--- src/hdl/irq_source_pkg.sv ---
// constants, types and register map of the external interrupt source logic
`default_nettype none
package irq_source_pkg;

  localparam int          DATA_W           = 8;
  localparam int          ADDR_W           = 4;
  localparam int          NUM_EXT          = 8;
  localparam int          NUM_KEY          = 16;
  localparam int          NUM_WAKE         = 8;
  localparam int          VEC_W            = 8;
  localparam int          VADDR_W          = 24;

  // register offsets, one byte register per address
  localparam logic [3:0]  OFS_SYSCTL       = 4'h0;
  localparam logic [3:0]  OFS_SENSE_HI     = 4'h1;
  localparam logic [3:0]  OFS_SENSE_LO     = 4'h2;
  localparam logic [3:0]  OFS_ENABLE       = 4'h3;
  localparam logic [3:0]  OFS_FLAG         = 4'h4;
  localparam logic [3:0]  OFS_LEVEL        = 4'h5;
  localparam logic [3:0]  OFS_KEYMASK_HI   = 4'h6;
  localparam logic [3:0]  OFS_KEYMASK_LO   = 4'h7;
  localparam logic [3:0]  OFS_WAKEMASK     = 4'h8;
  localparam logic [3:0]  OFS_STATUS       = 4'h9;

  // field positions
  localparam int          SYS_NMI_EDGE_BIT = 3;
  localparam int          LVL_REQ0_BIT     = 7;
  localparam int          LVL_REQ1_BIT     = 6;
  localparam int          LVL_REQ2_3_BIT   = 5;
  localparam int          LVL_REQ4_5_BIT   = 4;
  localparam int          LVL_REQ6_7_BIT   = 3;
  localparam int          KEY_MASK6_BIT    = 6;

  // reset values
  localparam logic [7:0]  RST_SYSCTL       = 8'h00;
  localparam logic [15:0] RST_SENSE        = 16'h0000;
  localparam logic [7:0]  RST_ENABLE       = 8'h00;
  localparam logic [7:0]  RST_LEVEL        = 8'h00;
  localparam logic [15:0] RST_KEYMASK      = 16'hFFBF;
  localparam logic [7:0]  RST_WAKEMASK     = 8'hFF;

  // vector numbers
  localparam logic [7:0]  VEC_NMI          = 8'h07;
  localparam logic [7:0]  VEC_EXT_BASE     = 8'h10;

  // sources able to end software standby: 7, 6, 2, 1, 0
  localparam logic [7:0]  WAKE_CAPABLE     = 8'hC7;

  typedef enum logic [1:0] {
    SENSE_LOW  = 2'h0,
    SENSE_FALL = 2'h1,
    SENSE_RISE = 2'h2,
    SENSE_BOTH = 2'h3
  } sense_t;

  // cpu side mask state
  typedef struct packed {
    logic ctrl_mode1;   // interrupt control mode 1 when set
    logic int_mask;     // cpu interrupt mask bit
    logic user_mask;    // user mask bit, mode 1 only
    logic advanced;     // advanced address mode
  } cpu_state_t;

  // request to the cpu
  typedef struct packed {
    logic               valid;
    logic               nmi;
    logic [VEC_W-1:0]   vector;
    logic [VADDR_W-1:0] vaddr;
  } cpu_request_t;

endpackage : irq_source_pkg
`default_nettype wire

--- src/hdl/ext_irq_source.sv ---
// external interrupt source logic: sensing, flags, masking, priority, vector
`default_nettype none

// Notes on behaviour
// nmi always highest, never masked
// control bit picks nmi rising or falling edge
// four sense modes per external request
// each external request has own vector
// enable bit forwards request to cpu
// flag sets even when request disabled
// detection ignores pin direction setting
// high keys, wakeups feed 7; low keys 6
// request-7 pin ignored if any high key mask or wakeup mask clear
// software clears key mask 6 for pin 6
// mask bit 0 enables, 1 blocks input
// key and wakeup share request 6/7 settings
// software picks low or falling sense then
// nmi and 7,6,2,1,0 wake from standby
// peripheral request needs flag and enable
// transfer-controller start ignores cpu masks
// lower vector wins within same level
// level 1 served before level 0
// nmi vector 7, requests 16 to 23
// vector address twice or four times number
// level bits 7,6,5,5,4,4,3,3 for requests
// flags clear by writing 0, 1 ignored
// clear needs prior read as 1
// handling clears edge flag, level if pin high
// enable bits active high, reset 0
// present highest pending request with vector
module ext_irq_source #(
  parameter int NUM_PERIPH = 4
) (
  input  wire logic                                core_clk,
  input  wire logic                                rstn,
  // register port
  input  wire logic [irq_source_pkg::ADDR_W-1:0]   reg_addr,
  input  wire logic [irq_source_pkg::DATA_W-1:0]   reg_wdata,
  input  wire logic                                reg_write,
  input  wire logic                                reg_read,
  output logic      [irq_source_pkg::DATA_W-1:0]   reg_rdata,
  // pins, all active low
  input  wire logic                                nonmask_pin,
  input  wire logic [irq_source_pkg::NUM_EXT-1:0]  external_request_pins,
  input  wire logic [irq_source_pkg::NUM_KEY-1:0]  key_sense_inputs,
  input  wire logic [irq_source_pkg::NUM_WAKE-1:0] wakeup_event_inputs,
  // cpu side
  input  wire irq_source_pkg::cpu_state_t          cpu_state,
  input  wire logic                                handling_start,
  input  wire logic [irq_source_pkg::VEC_W-1:0]    handling_vector,
  input  wire logic                                standby,
  output irq_source_pkg::cpu_request_t             cpu_request,
  output logic                                     wake_request,
  // on-chip peripheral requests
  input  wire logic [NUM_PERIPH-1:0]               periph_flag,
  input  wire logic [NUM_PERIPH-1:0]               periph_enable,
  input  wire logic [NUM_PERIPH-1:0]               periph_to_transfer,
  output logic      [NUM_PERIPH-1:0]               periph_request,
  output logic      [NUM_PERIPH-1:0]               transfer_start
);

  localparam int N = irq_source_pkg::NUM_EXT;

  // registers
  logic [7:0]           system_control_reg_ff;
  logic [15:0]          sense_control_reg_ff;
  logic [N-1:0]         request_enable_reg_ff;
  logic [N-1:0]         request_flag_reg_ff;
  logic [N-1:0]         flag_read_one_ff;
  logic [7:0]           control_level_reg_ff;
  logic [15:0]          key_mask_bits_ff;
  logic [7:0]           wakeup_mask_bits_ff;

  // synchronisers, edge history and nmi pending
  logic                 nmi_s1_ff;
  logic                 nmi_s2_ff;
  logic                 nmi_prev_ff;
  logic [N-1:0]         ext_s1_ff;
  logic [N-1:0]         ext_s2_ff;
  logic [15:0]          key_s1_ff;
  logic [15:0]          key_s2_ff;
  logic [7:0]           wake_s1_ff;
  logic [7:0]           wake_s2_ff;
  logic [N-1:0]         line_prev_ff;
  logic                 nmi_pending_ff;

  logic [N-1:0]         line_low;
  logic [N-1:0]         trigger;
  logic                 nmi_event;
  logic [N-1:0]         level_of;
  logic [N-1:0]         pending;
  logic [N-1:0]         nxt_flag;
  logic                 any_wake_mask_clear;
  irq_source_pkg::cpu_request_t nxt_request;

  function automatic logic [7:0] ext_vector(input int idx);
    ext_vector = irq_source_pkg::VEC_EXT_BASE + idx[7:0];
  endfunction

  function automatic logic [irq_source_pkg::VADDR_W-1:0] vec_addr(
    input logic [7:0] vec,
    input logic       adv
  );
    vec_addr = adv ? {14'h0000, vec, 2'h0}
                   : {15'h0000, vec, 1'h0};
  endfunction

  function automatic irq_source_pkg::sense_t sense_of(input int idx);
    sense_of = irq_source_pkg::sense_t'(sense_control_reg_ff[2*idx +: 2]);
  endfunction

  // pin synchronisers
  always_ff @(posedge core_clk or negedge rstn)
  begin
    if (!rstn)
    begin
      nmi_s1_ff  <= 1'b1;
      nmi_s2_ff  <= 1'b1;
      ext_s1_ff  <= '1;
      ext_s2_ff  <= '1;
      key_s1_ff  <= '1;
      key_s2_ff  <= '1;
      wake_s1_ff <= '1;
      wake_s2_ff <= '1;
    end
    else
    begin
      // pins sampled regardless of port direction
      nmi_s1_ff  <= nonmask_pin;
      nmi_s2_ff  <= nmi_s1_ff;
      ext_s1_ff  <= external_request_pins;
      ext_s2_ff  <= ext_s1_ff;
      key_s1_ff  <= key_sense_inputs;
      key_s2_ff  <= key_s1_ff;
      wake_s1_ff <= wakeup_event_inputs;
      wake_s2_ff <= wake_s1_ff;
    end
  end

  // request lines with key and wakeup folding, active high = pin low
  always_comb
  begin
    any_wake_mask_clear = ~(&key_mask_bits_ff[15:8]) | ~(&wakeup_mask_bits_ff);
    line_low = ~ext_s2_ff;
    line_low[7] = (~ext_s2_ff[7] & ~any_wake_mask_clear)
                | (|(~key_s2_ff[15:8] & ~key_mask_bits_ff[15:8]))
                | (|(~wake_s2_ff & ~wakeup_mask_bits_ff));
    line_low[6] = (~ext_s2_ff[6] & ~key_mask_bits_ff[irq_source_pkg::KEY_MASK6_BIT])
                | (|(~key_s2_ff[7:0] & ~key_mask_bits_ff[7:0]));
  end

  // shared sense, flag and level for folded sources
  always_comb
  begin
    for (int i = 0; i < N; i++)
    begin
      case (sense_of(i))
        irq_source_pkg::SENSE_LOW:  trigger[i] = line_low[i];
        irq_source_pkg::SENSE_FALL: trigger[i] = line_low[i] & ~line_prev_ff[i];
        irq_source_pkg::SENSE_RISE: trigger[i] = ~line_low[i] & line_prev_ff[i];
        irq_source_pkg::SENSE_BOTH: trigger[i] = line_low[i] ^ line_prev_ff[i];
        default:                    trigger[i] = 1'b0;
      endcase
    end
  end

  always_ff @(posedge core_clk or negedge rstn)
  begin
    if (!rstn)
    begin
      line_prev_ff <= '0;
      nmi_prev_ff  <= 1'b1;
    end
    else
    begin
      line_prev_ff <= line_low;
      nmi_prev_ff  <= nmi_s2_ff;
    end
  end

  // nmi edge choice
  assign nmi_event = system_control_reg_ff[irq_source_pkg::SYS_NMI_EDGE_BIT]
                   ? (nmi_s2_ff & ~nmi_prev_ff)
                   : (~nmi_s2_ff & nmi_prev_ff);

  always_ff @(posedge core_clk or negedge rstn)
  begin
    if (!rstn)
      nmi_pending_ff <= 1'b0;
    else if (nmi_event)
      nmi_pending_ff <= 1'b1;
    else if (handling_start && handling_vector == irq_source_pkg::VEC_NMI)
      nmi_pending_ff <= 1'b0;
  end

  // status flags: set beats every clear
  always_comb
  begin
    nxt_flag = request_flag_reg_ff;
    for (int i = 0; i < N; i++)
    begin
      if (reg_write && reg_addr == irq_source_pkg::OFS_FLAG
          && !reg_wdata[i] && flag_read_one_ff[i])
        nxt_flag[i] = 1'b0;
      if (handling_start && handling_vector == ext_vector(i)
          && (sense_of(i) != irq_source_pkg::SENSE_LOW || !line_low[i]))
        nxt_flag[i] = 1'b0;
      if (trigger[i])
        nxt_flag[i] = 1'b1;
    end
  end

  always_ff @(posedge core_clk or negedge rstn)
  begin
    if (!rstn)
      request_flag_reg_ff <= '0;
    else
      request_flag_reg_ff <= nxt_flag;
  end

  // a read that sees 1 arms the clear; a clearing write disarms
  always_ff @(posedge core_clk or negedge rstn)
  begin
    if (!rstn)
      flag_read_one_ff <= '0;
    else if (reg_read && reg_addr == irq_source_pkg::OFS_FLAG)
      flag_read_one_ff <= flag_read_one_ff | request_flag_reg_ff;
    else if (reg_write && reg_addr == irq_source_pkg::OFS_FLAG)
      flag_read_one_ff <= flag_read_one_ff & reg_wdata;
  end

  // software registers
  always_ff @(posedge core_clk or negedge rstn)
  begin
    if (!rstn)
    begin
      system_control_reg_ff <= irq_source_pkg::RST_SYSCTL;
      sense_control_reg_ff  <= irq_source_pkg::RST_SENSE;
      request_enable_reg_ff <= irq_source_pkg::RST_ENABLE;
      control_level_reg_ff  <= irq_source_pkg::RST_LEVEL;
      key_mask_bits_ff      <= irq_source_pkg::RST_KEYMASK;
      wakeup_mask_bits_ff   <= irq_source_pkg::RST_WAKEMASK;
    end
    else if (reg_write)
    begin
      case (reg_addr)
        irq_source_pkg::OFS_SYSCTL:     system_control_reg_ff      <= reg_wdata;
        irq_source_pkg::OFS_SENSE_HI:   sense_control_reg_ff[15:8] <= reg_wdata;
        irq_source_pkg::OFS_SENSE_LO:   sense_control_reg_ff[7:0]  <= reg_wdata;
        irq_source_pkg::OFS_ENABLE:     request_enable_reg_ff      <= reg_wdata;
        irq_source_pkg::OFS_LEVEL:      control_level_reg_ff       <= reg_wdata;
        irq_source_pkg::OFS_KEYMASK_HI: key_mask_bits_ff[15:8]     <= reg_wdata;
        irq_source_pkg::OFS_KEYMASK_LO: key_mask_bits_ff[7:0]      <= reg_wdata;
        irq_source_pkg::OFS_WAKEMASK:   wakeup_mask_bits_ff        <= reg_wdata;
        default: ;
      endcase
    end
  end

  // read data one cycle after the strobe; unmapped reads give zero
  always_ff @(posedge core_clk or negedge rstn)
  begin
    if (!rstn)
      reg_rdata <= '0;
    else if (reg_read)
    begin
      case (reg_addr)
        irq_source_pkg::OFS_SYSCTL:     reg_rdata <= system_control_reg_ff;
        irq_source_pkg::OFS_SENSE_HI:   reg_rdata <= sense_control_reg_ff[15:8];
        irq_source_pkg::OFS_SENSE_LO:   reg_rdata <= sense_control_reg_ff[7:0];
        irq_source_pkg::OFS_ENABLE:     reg_rdata <= request_enable_reg_ff;
        irq_source_pkg::OFS_FLAG:       reg_rdata <= request_flag_reg_ff;
        irq_source_pkg::OFS_LEVEL:      reg_rdata <= control_level_reg_ff;
        irq_source_pkg::OFS_KEYMASK_HI: reg_rdata <= key_mask_bits_ff[15:8];
        irq_source_pkg::OFS_KEYMASK_LO: reg_rdata <= key_mask_bits_ff[7:0];
        irq_source_pkg::OFS_WAKEMASK:   reg_rdata <= wakeup_mask_bits_ff;
        irq_source_pkg::OFS_STATUS:     reg_rdata <= {7'h00, nmi_pending_ff};
        default:                        reg_rdata <= '0;
      endcase
    end
    else
      reg_rdata <= '0;
  end

  // control level per request
  always_comb
  begin
    level_of[0] = control_level_reg_ff[irq_source_pkg::LVL_REQ0_BIT];
    level_of[1] = control_level_reg_ff[irq_source_pkg::LVL_REQ1_BIT];
    level_of[2] = control_level_reg_ff[irq_source_pkg::LVL_REQ2_3_BIT];
    level_of[3] = control_level_reg_ff[irq_source_pkg::LVL_REQ2_3_BIT];
    level_of[4] = control_level_reg_ff[irq_source_pkg::LVL_REQ4_5_BIT];
    level_of[5] = control_level_reg_ff[irq_source_pkg::LVL_REQ4_5_BIT];
    level_of[6] = control_level_reg_ff[irq_source_pkg::LVL_REQ6_7_BIT];
    level_of[7] = control_level_reg_ff[irq_source_pkg::LVL_REQ6_7_BIT];
  end

  // cpu masking: mode 0 masks all, mode 1 masks level 0 then all
  always_comb
  begin
    for (int i = 0; i < N; i++)
    begin
      pending[i] = request_flag_reg_ff[i] & request_enable_reg_ff[i];
      if (cpu_state.int_mask)
      begin
        if (!cpu_state.ctrl_mode1 || cpu_state.user_mask || !level_of[i])
          pending[i] = 1'b0;
      end
    end
  end

  // arbitration: nmi, then level 1 by vector, then level 0 by vector
  always_comb
  begin
    nxt_request = '0;
    for (int i = N - 1; i >= 0; i--)
    begin
      if (pending[i] && !level_of[i])
      begin
        nxt_request.valid  = 1'b1;
        nxt_request.vector = ext_vector(i);
      end
    end
    for (int i = N - 1; i >= 0; i--)
    begin
      if (pending[i] && level_of[i])
      begin
        nxt_request.valid  = 1'b1;
        nxt_request.vector = ext_vector(i);
      end
    end
    if (nmi_pending_ff)
    begin
      nxt_request.valid  = 1'b1;
      nxt_request.nmi    = 1'b1;
      nxt_request.vector = irq_source_pkg::VEC_NMI;
    end
    nxt_request.vaddr = vec_addr(nxt_request.vector, cpu_state.advanced);
  end

  always_ff @(posedge core_clk or negedge rstn)
  begin
    if (!rstn)
      cpu_request <= '0;
    else
      cpu_request <= nxt_request;
  end

  // standby exit, masks of the cpu do not apply
  always_ff @(posedge core_clk or negedge rstn)
  begin
    if (!rstn)
      wake_request <= 1'b0;
    else
      wake_request <= standby & (nmi_pending_ff
                    | (|(request_flag_reg_ff & request_enable_reg_ff
                         & irq_source_pkg::WAKE_CAPABLE)));
  end

  // peripheral gating and transfer controller start
  always_ff @(posedge core_clk or negedge rstn)
  begin
    if (!rstn)
    begin
      periph_request <= '0;
      transfer_start <= '0;
    end
    else
    begin
      periph_request <= periph_flag & periph_enable & ~periph_to_transfer;
      transfer_start <= periph_flag & periph_enable & periph_to_transfer;
    end
  end

endmodule // ext_irq_source
`default_nettype wire

--- config.mk ---
export PLATFORM = sky130hd
export DESIGN_NAME = ext_irq_source
export DESIGN_NICKNAME = d
export VERILOG_FILES = /design/src/hdl/irq_source_pkg.sv /design/src/hdl/ext_irq_source.sv
export SDC_FILE = /design/constraint.sdc
export NUM_CORES = 1
export LEC_CHECK = 0
export ABC_AREA = 1
export BUFFER_PORTS_ARGS = -buffer_cell sky130_fd_sc_hd__buf_2
export CELL_PAD_IN_SITES_DETAIL_PLACEMENT = 1
export CELL_PAD_IN_SITES_GLOBAL_PLACEMENT = 2
export CORE_ASPECT_RATIO = 0.75
export CORE_UTILIZATION = 35
export DETAILED_ROUTE_END_ITERATION = 10
export PLACE_DENSITY = 0.89
export SLEW_MARGIN = 0
export SYNTH_ARGS = -nofsm -noshare
export SYNTH_HDL_FRONTEND = slang
export SYNTH_SLANG_ARGS = --single-unit
--- constraint.sdc ---
create_clock -name core_clk -period 2.05 [get_ports core_clk]
set_input_delay 0 -clock core_clk [delete_from_list [all_inputs] [get_ports core_clk]]
set_output_delay 0 -clock core_clk [all_outputs]
set_load 0.1 [all_outputs]
==> flow_summary.yaml <==
outcome:
  status: "complete, no violations"
global_routing:
  antenna_found_initial: 0
  grt_overflow: 0
  grt_pass1_wl_um: 35600
  grtUsageTotal_pct: 21.1
  grt_pass1_vias: 6345
  grt_max_degree: 54
floorplanning:
  num_rows: 46
  initial_utilization_pct: 36.1
  dieWidth_um: 173
  ioPinCount: 126
  core-area_um2: 21400
  dieArea_um2: 22600
  die_y_um: 131
yosys:
  avgSynthCellArea_um2: 9.78
  ys_types: 39
  yosysSeqAreaShare_pct: 61.5
  synth_area_um2: 7710
  syn_inst: 788
  synth_warnings: 0
  ys_ff_latch: 185
routing:
  drt-vias-per-instance: 4.87
  vias: 6269
  ant_nets: 0
  drt_iter0_markers: 334
  drc: 0
  routedWlPerCell_um: 17.7
  drtPass1Iterations: 6
  drt-total-wl_um: 22700
worst_hold_path:
  hold_class: "input pin to flop"
sta:
  hold_violations: 0
  worst_slew_pin_slew_ps: 551
  fmaxAchievable_mhz: 494
  setup_ws_ps: 23.8
  fin_crit_ps: 2030
  final_max_slew_viol_count: 0
  setup_viol: 0
  period_share_pct: 98.8
  skew_ps: 16.8
  maxSlewHeadroom_pct: 63.2
  rsz0062_at_grt: "yes"
cells_and_area:
  final_cells: 1286
  mostFrequentLayoutCells: "nand2_1 (186), buf_2 (102), dfrtp_1 (95)"
  antennaDiodeCount: 0
  fin_nets: 1076
  n_fill_cell: 2454
  drive_gt1_share_pct: 26.8
  area_growth_pct: 28.5
  final_common_cell: "nand2_1"
pwr:
  intPower_w: 0.00631
  p_clk_share_pct: 34.8
  vdd_drop_max_v: 0.000627
  p_leak_nw: 4.65
  swShare_pct: 32.9
  p_sw_w: 0.00309
  power.density_nw_per_um2: 949
  p_comb_share_pct: 17.1
  pwr-share-seq_pct: 48.1
placed_design:
  gp_congestion: 0.858
  pre_cts_ws_ps: 57.9
  hpwl_um: 15800
  dpl.cell_count: 1180
  port_buffers: 103
worst_setup_path:
  cp-start-kind: "flop"
  critical_path_class: "flop to flop"
  crit_slowest_cell: "dfstp_2"
  slowest_delay_ps: 580
  crit_required_ps: 2390
  cp_max_fo: 4
  cp_num_buf_inv: 0
  rrSetupSlack_ps: 20
  cp-end-kind: "flop"
  critPathArrivalTime_ps: 2370
  crit_path_cell_trace: "o22ai_1 -> nor4_1 -> nand3_2 -> ha_2 -> o211ai_1 -> a32o_1"
  path_delay_family: "simple AND/OR/NAND/NOR gates"
cts:
  clock_sinks: 185
  htree_levels: 4
  cts.reportedPaths.clkPinSlew_ps: 80
  cts_buffers: 17
  cts_tree: "built"
  cts-root-buf: "clkbuf_16"
  clockBufferDepth: 2
  clock_latency_ps: 450
flow_run:
  cap_violations: 0
==> layout make-up <==
cell class / instances / area [um^2] / share of cell area [%]
clock buffer: 18 / 429 / 4.33
clock inverter: 14 / 153 / 1.54
inverter: 98 / 368 / 3.71
multi-input combinational: 495 / 2500 / 25.3
sequential: 185 / 4740 / 47.9
tap: 288 / 360 / 3.64
timing repair buffer: 188 / 1350 / 13.6
==> flip-flops by register name (all words and copies together) (netlist names), 12 cells and up <==
register	flops
key_s1_ff	16
cpu_request	12
key_mask_bits_ff	16
key_s2_ff	16
sense_control_reg_ff	16
==> per-stage QoR <==
step / total power (W) / utilization (%) / area [um^2] / setup TNS [ps] / hold slack (ps)
6_report: 0.00940 / 46.4 / 9910 / 0 / 67.5
3_3_place_gp: 0.00597 / 40.1 / 8570 / 0 / 5.29
5_1_grt: 0.00983 / 46.4 / 9910 / -67.9 / 97.0
2_1_floorplan: 0.00550 / - / 7790 / 0 / -296
3_5_place_dp: 0.00603 / 40.1 / 8570 / 0 / 8.95
4_1_cts: 0.00945 / 46.2 / 9860 / 0 / 51.3
==> final timing paths <==
path,startpoint,endpoint,cells after the start
worst max-delay path,key_mask_bits_ff[13],request_flag_reg_ff[7],6
worst min-delay path,handling_vector[3],request_flag_reg_ff[3],5
min in group asynchronous,rstn,periph_request[2],2
worst max register to register,key_mask_bits_ff[13],request_flag_reg_ff[7],6
max in group asynchronous,rstn,wake_s1_ff[5],3
worst min register to register,ext_s1_ff[3],ext_s2_ff[3],0
==> cells by family (layout without fill, tap and decap cells) <==
group / after synthesis / in the layout / share of synthesized area [%]
and+or+nand+nor: 294 / 294 / 16.1
DFF: 185 / 185 / 61.5
AOI/OAI and AO/OA: 163 / 163 / 12.4
buffers and inverters: 129 / 318 / 7.35
adders and majority gates: 16 / 16 / 2.60
other: 1 / 22 / 0.0486
==> per-layer routing <==
layer | routed length [um] | share of wire [%] | global-route usage, % | vias up
li1 | - | - | - | 2950
met3 | 1260 | 5.5 | 5.47 | 21
met2 | 10200 | 45 | 31.9 | 154
met4 | 284 | 1.2 | 6.87 | 0
met5 | 0 | 0 | 0 | -
met1 | 11000 | 48 | 29.7 | 3144
==> what timing repair did <==
| action | in CTS | in global routing |
|---|---|---|
| setup buffers | 0 | 3 |
| hold buffers | 71 | 0 |
| setup endpoints to repair | 0 | 4 |
| gates resized for setup | 0 | 9 |
| hold endpoints to repair | 144 | 0 |
==> synth_stat cells <==
cell type,n,area share [%]
nand2_1,186,9.1
dfrtp_1,95,31
o21ai_0,95,6.2
dfstp_2,90,31
inv_1,89,4.3
nor2_1,54,2.6
buf_4,22,2.1
a21oi_1,16,1.0
ha_1,16,2.6
nand3_1,15,0.97
nand4_1,14,1.1
a221oi_1,11,1.2
o22ai_1,10,0.81
clkbuf_1,9,0.44
inv_2,8,0.39
nor4_1,8,0.65
nor2_2,7,0.57
o21ai_1,5,0.32
a31oi_1,4,0.32
o32ai_1,4,0.45
a41oi_1,3,0.34
nand2_2,3,0.24
o2111ai_1,3,0.34
a211oi_1,2,0.19
nand2_4,2,0.29
nor3_1,2,0.13
o211ai_1,2,0.19
o311ai_1,2,0.23
a21boi_0,1,0.097
a32o_1,1,0.13
clkinv_1,1,0.049
conb_1,1,0.049
nor2_4,1,0.15
nor4b_1,1,0.11
nor4b_2,1,0.19
o211a_1,1,0.13
o21a_1,1,0.097
o311ai_0,1,0.11
o41ai_1,1,0.11
==> worst min-delay path, cell delays in order <==
cell,delay [ps]
buf_2,90
nor2_1,60
inv_1,90
o311ai_0,160
nand2_1,90
==> power groups by stage <==
stage,combinational (W),clock (W),sequential (W)
2_1_floorplan,0.000876,0,0.00463
3_3_place_gp,0.00142,0,0.00455
3_5_place_dp,0.00145,0,0.00457
4_1_cts,0.00158,0.00336,0.00451
5_1_grt,0.00179,0.00347,0.00457
6_report,0.00161,0.00327,0.00452
(Power assumes the default switching activity.)
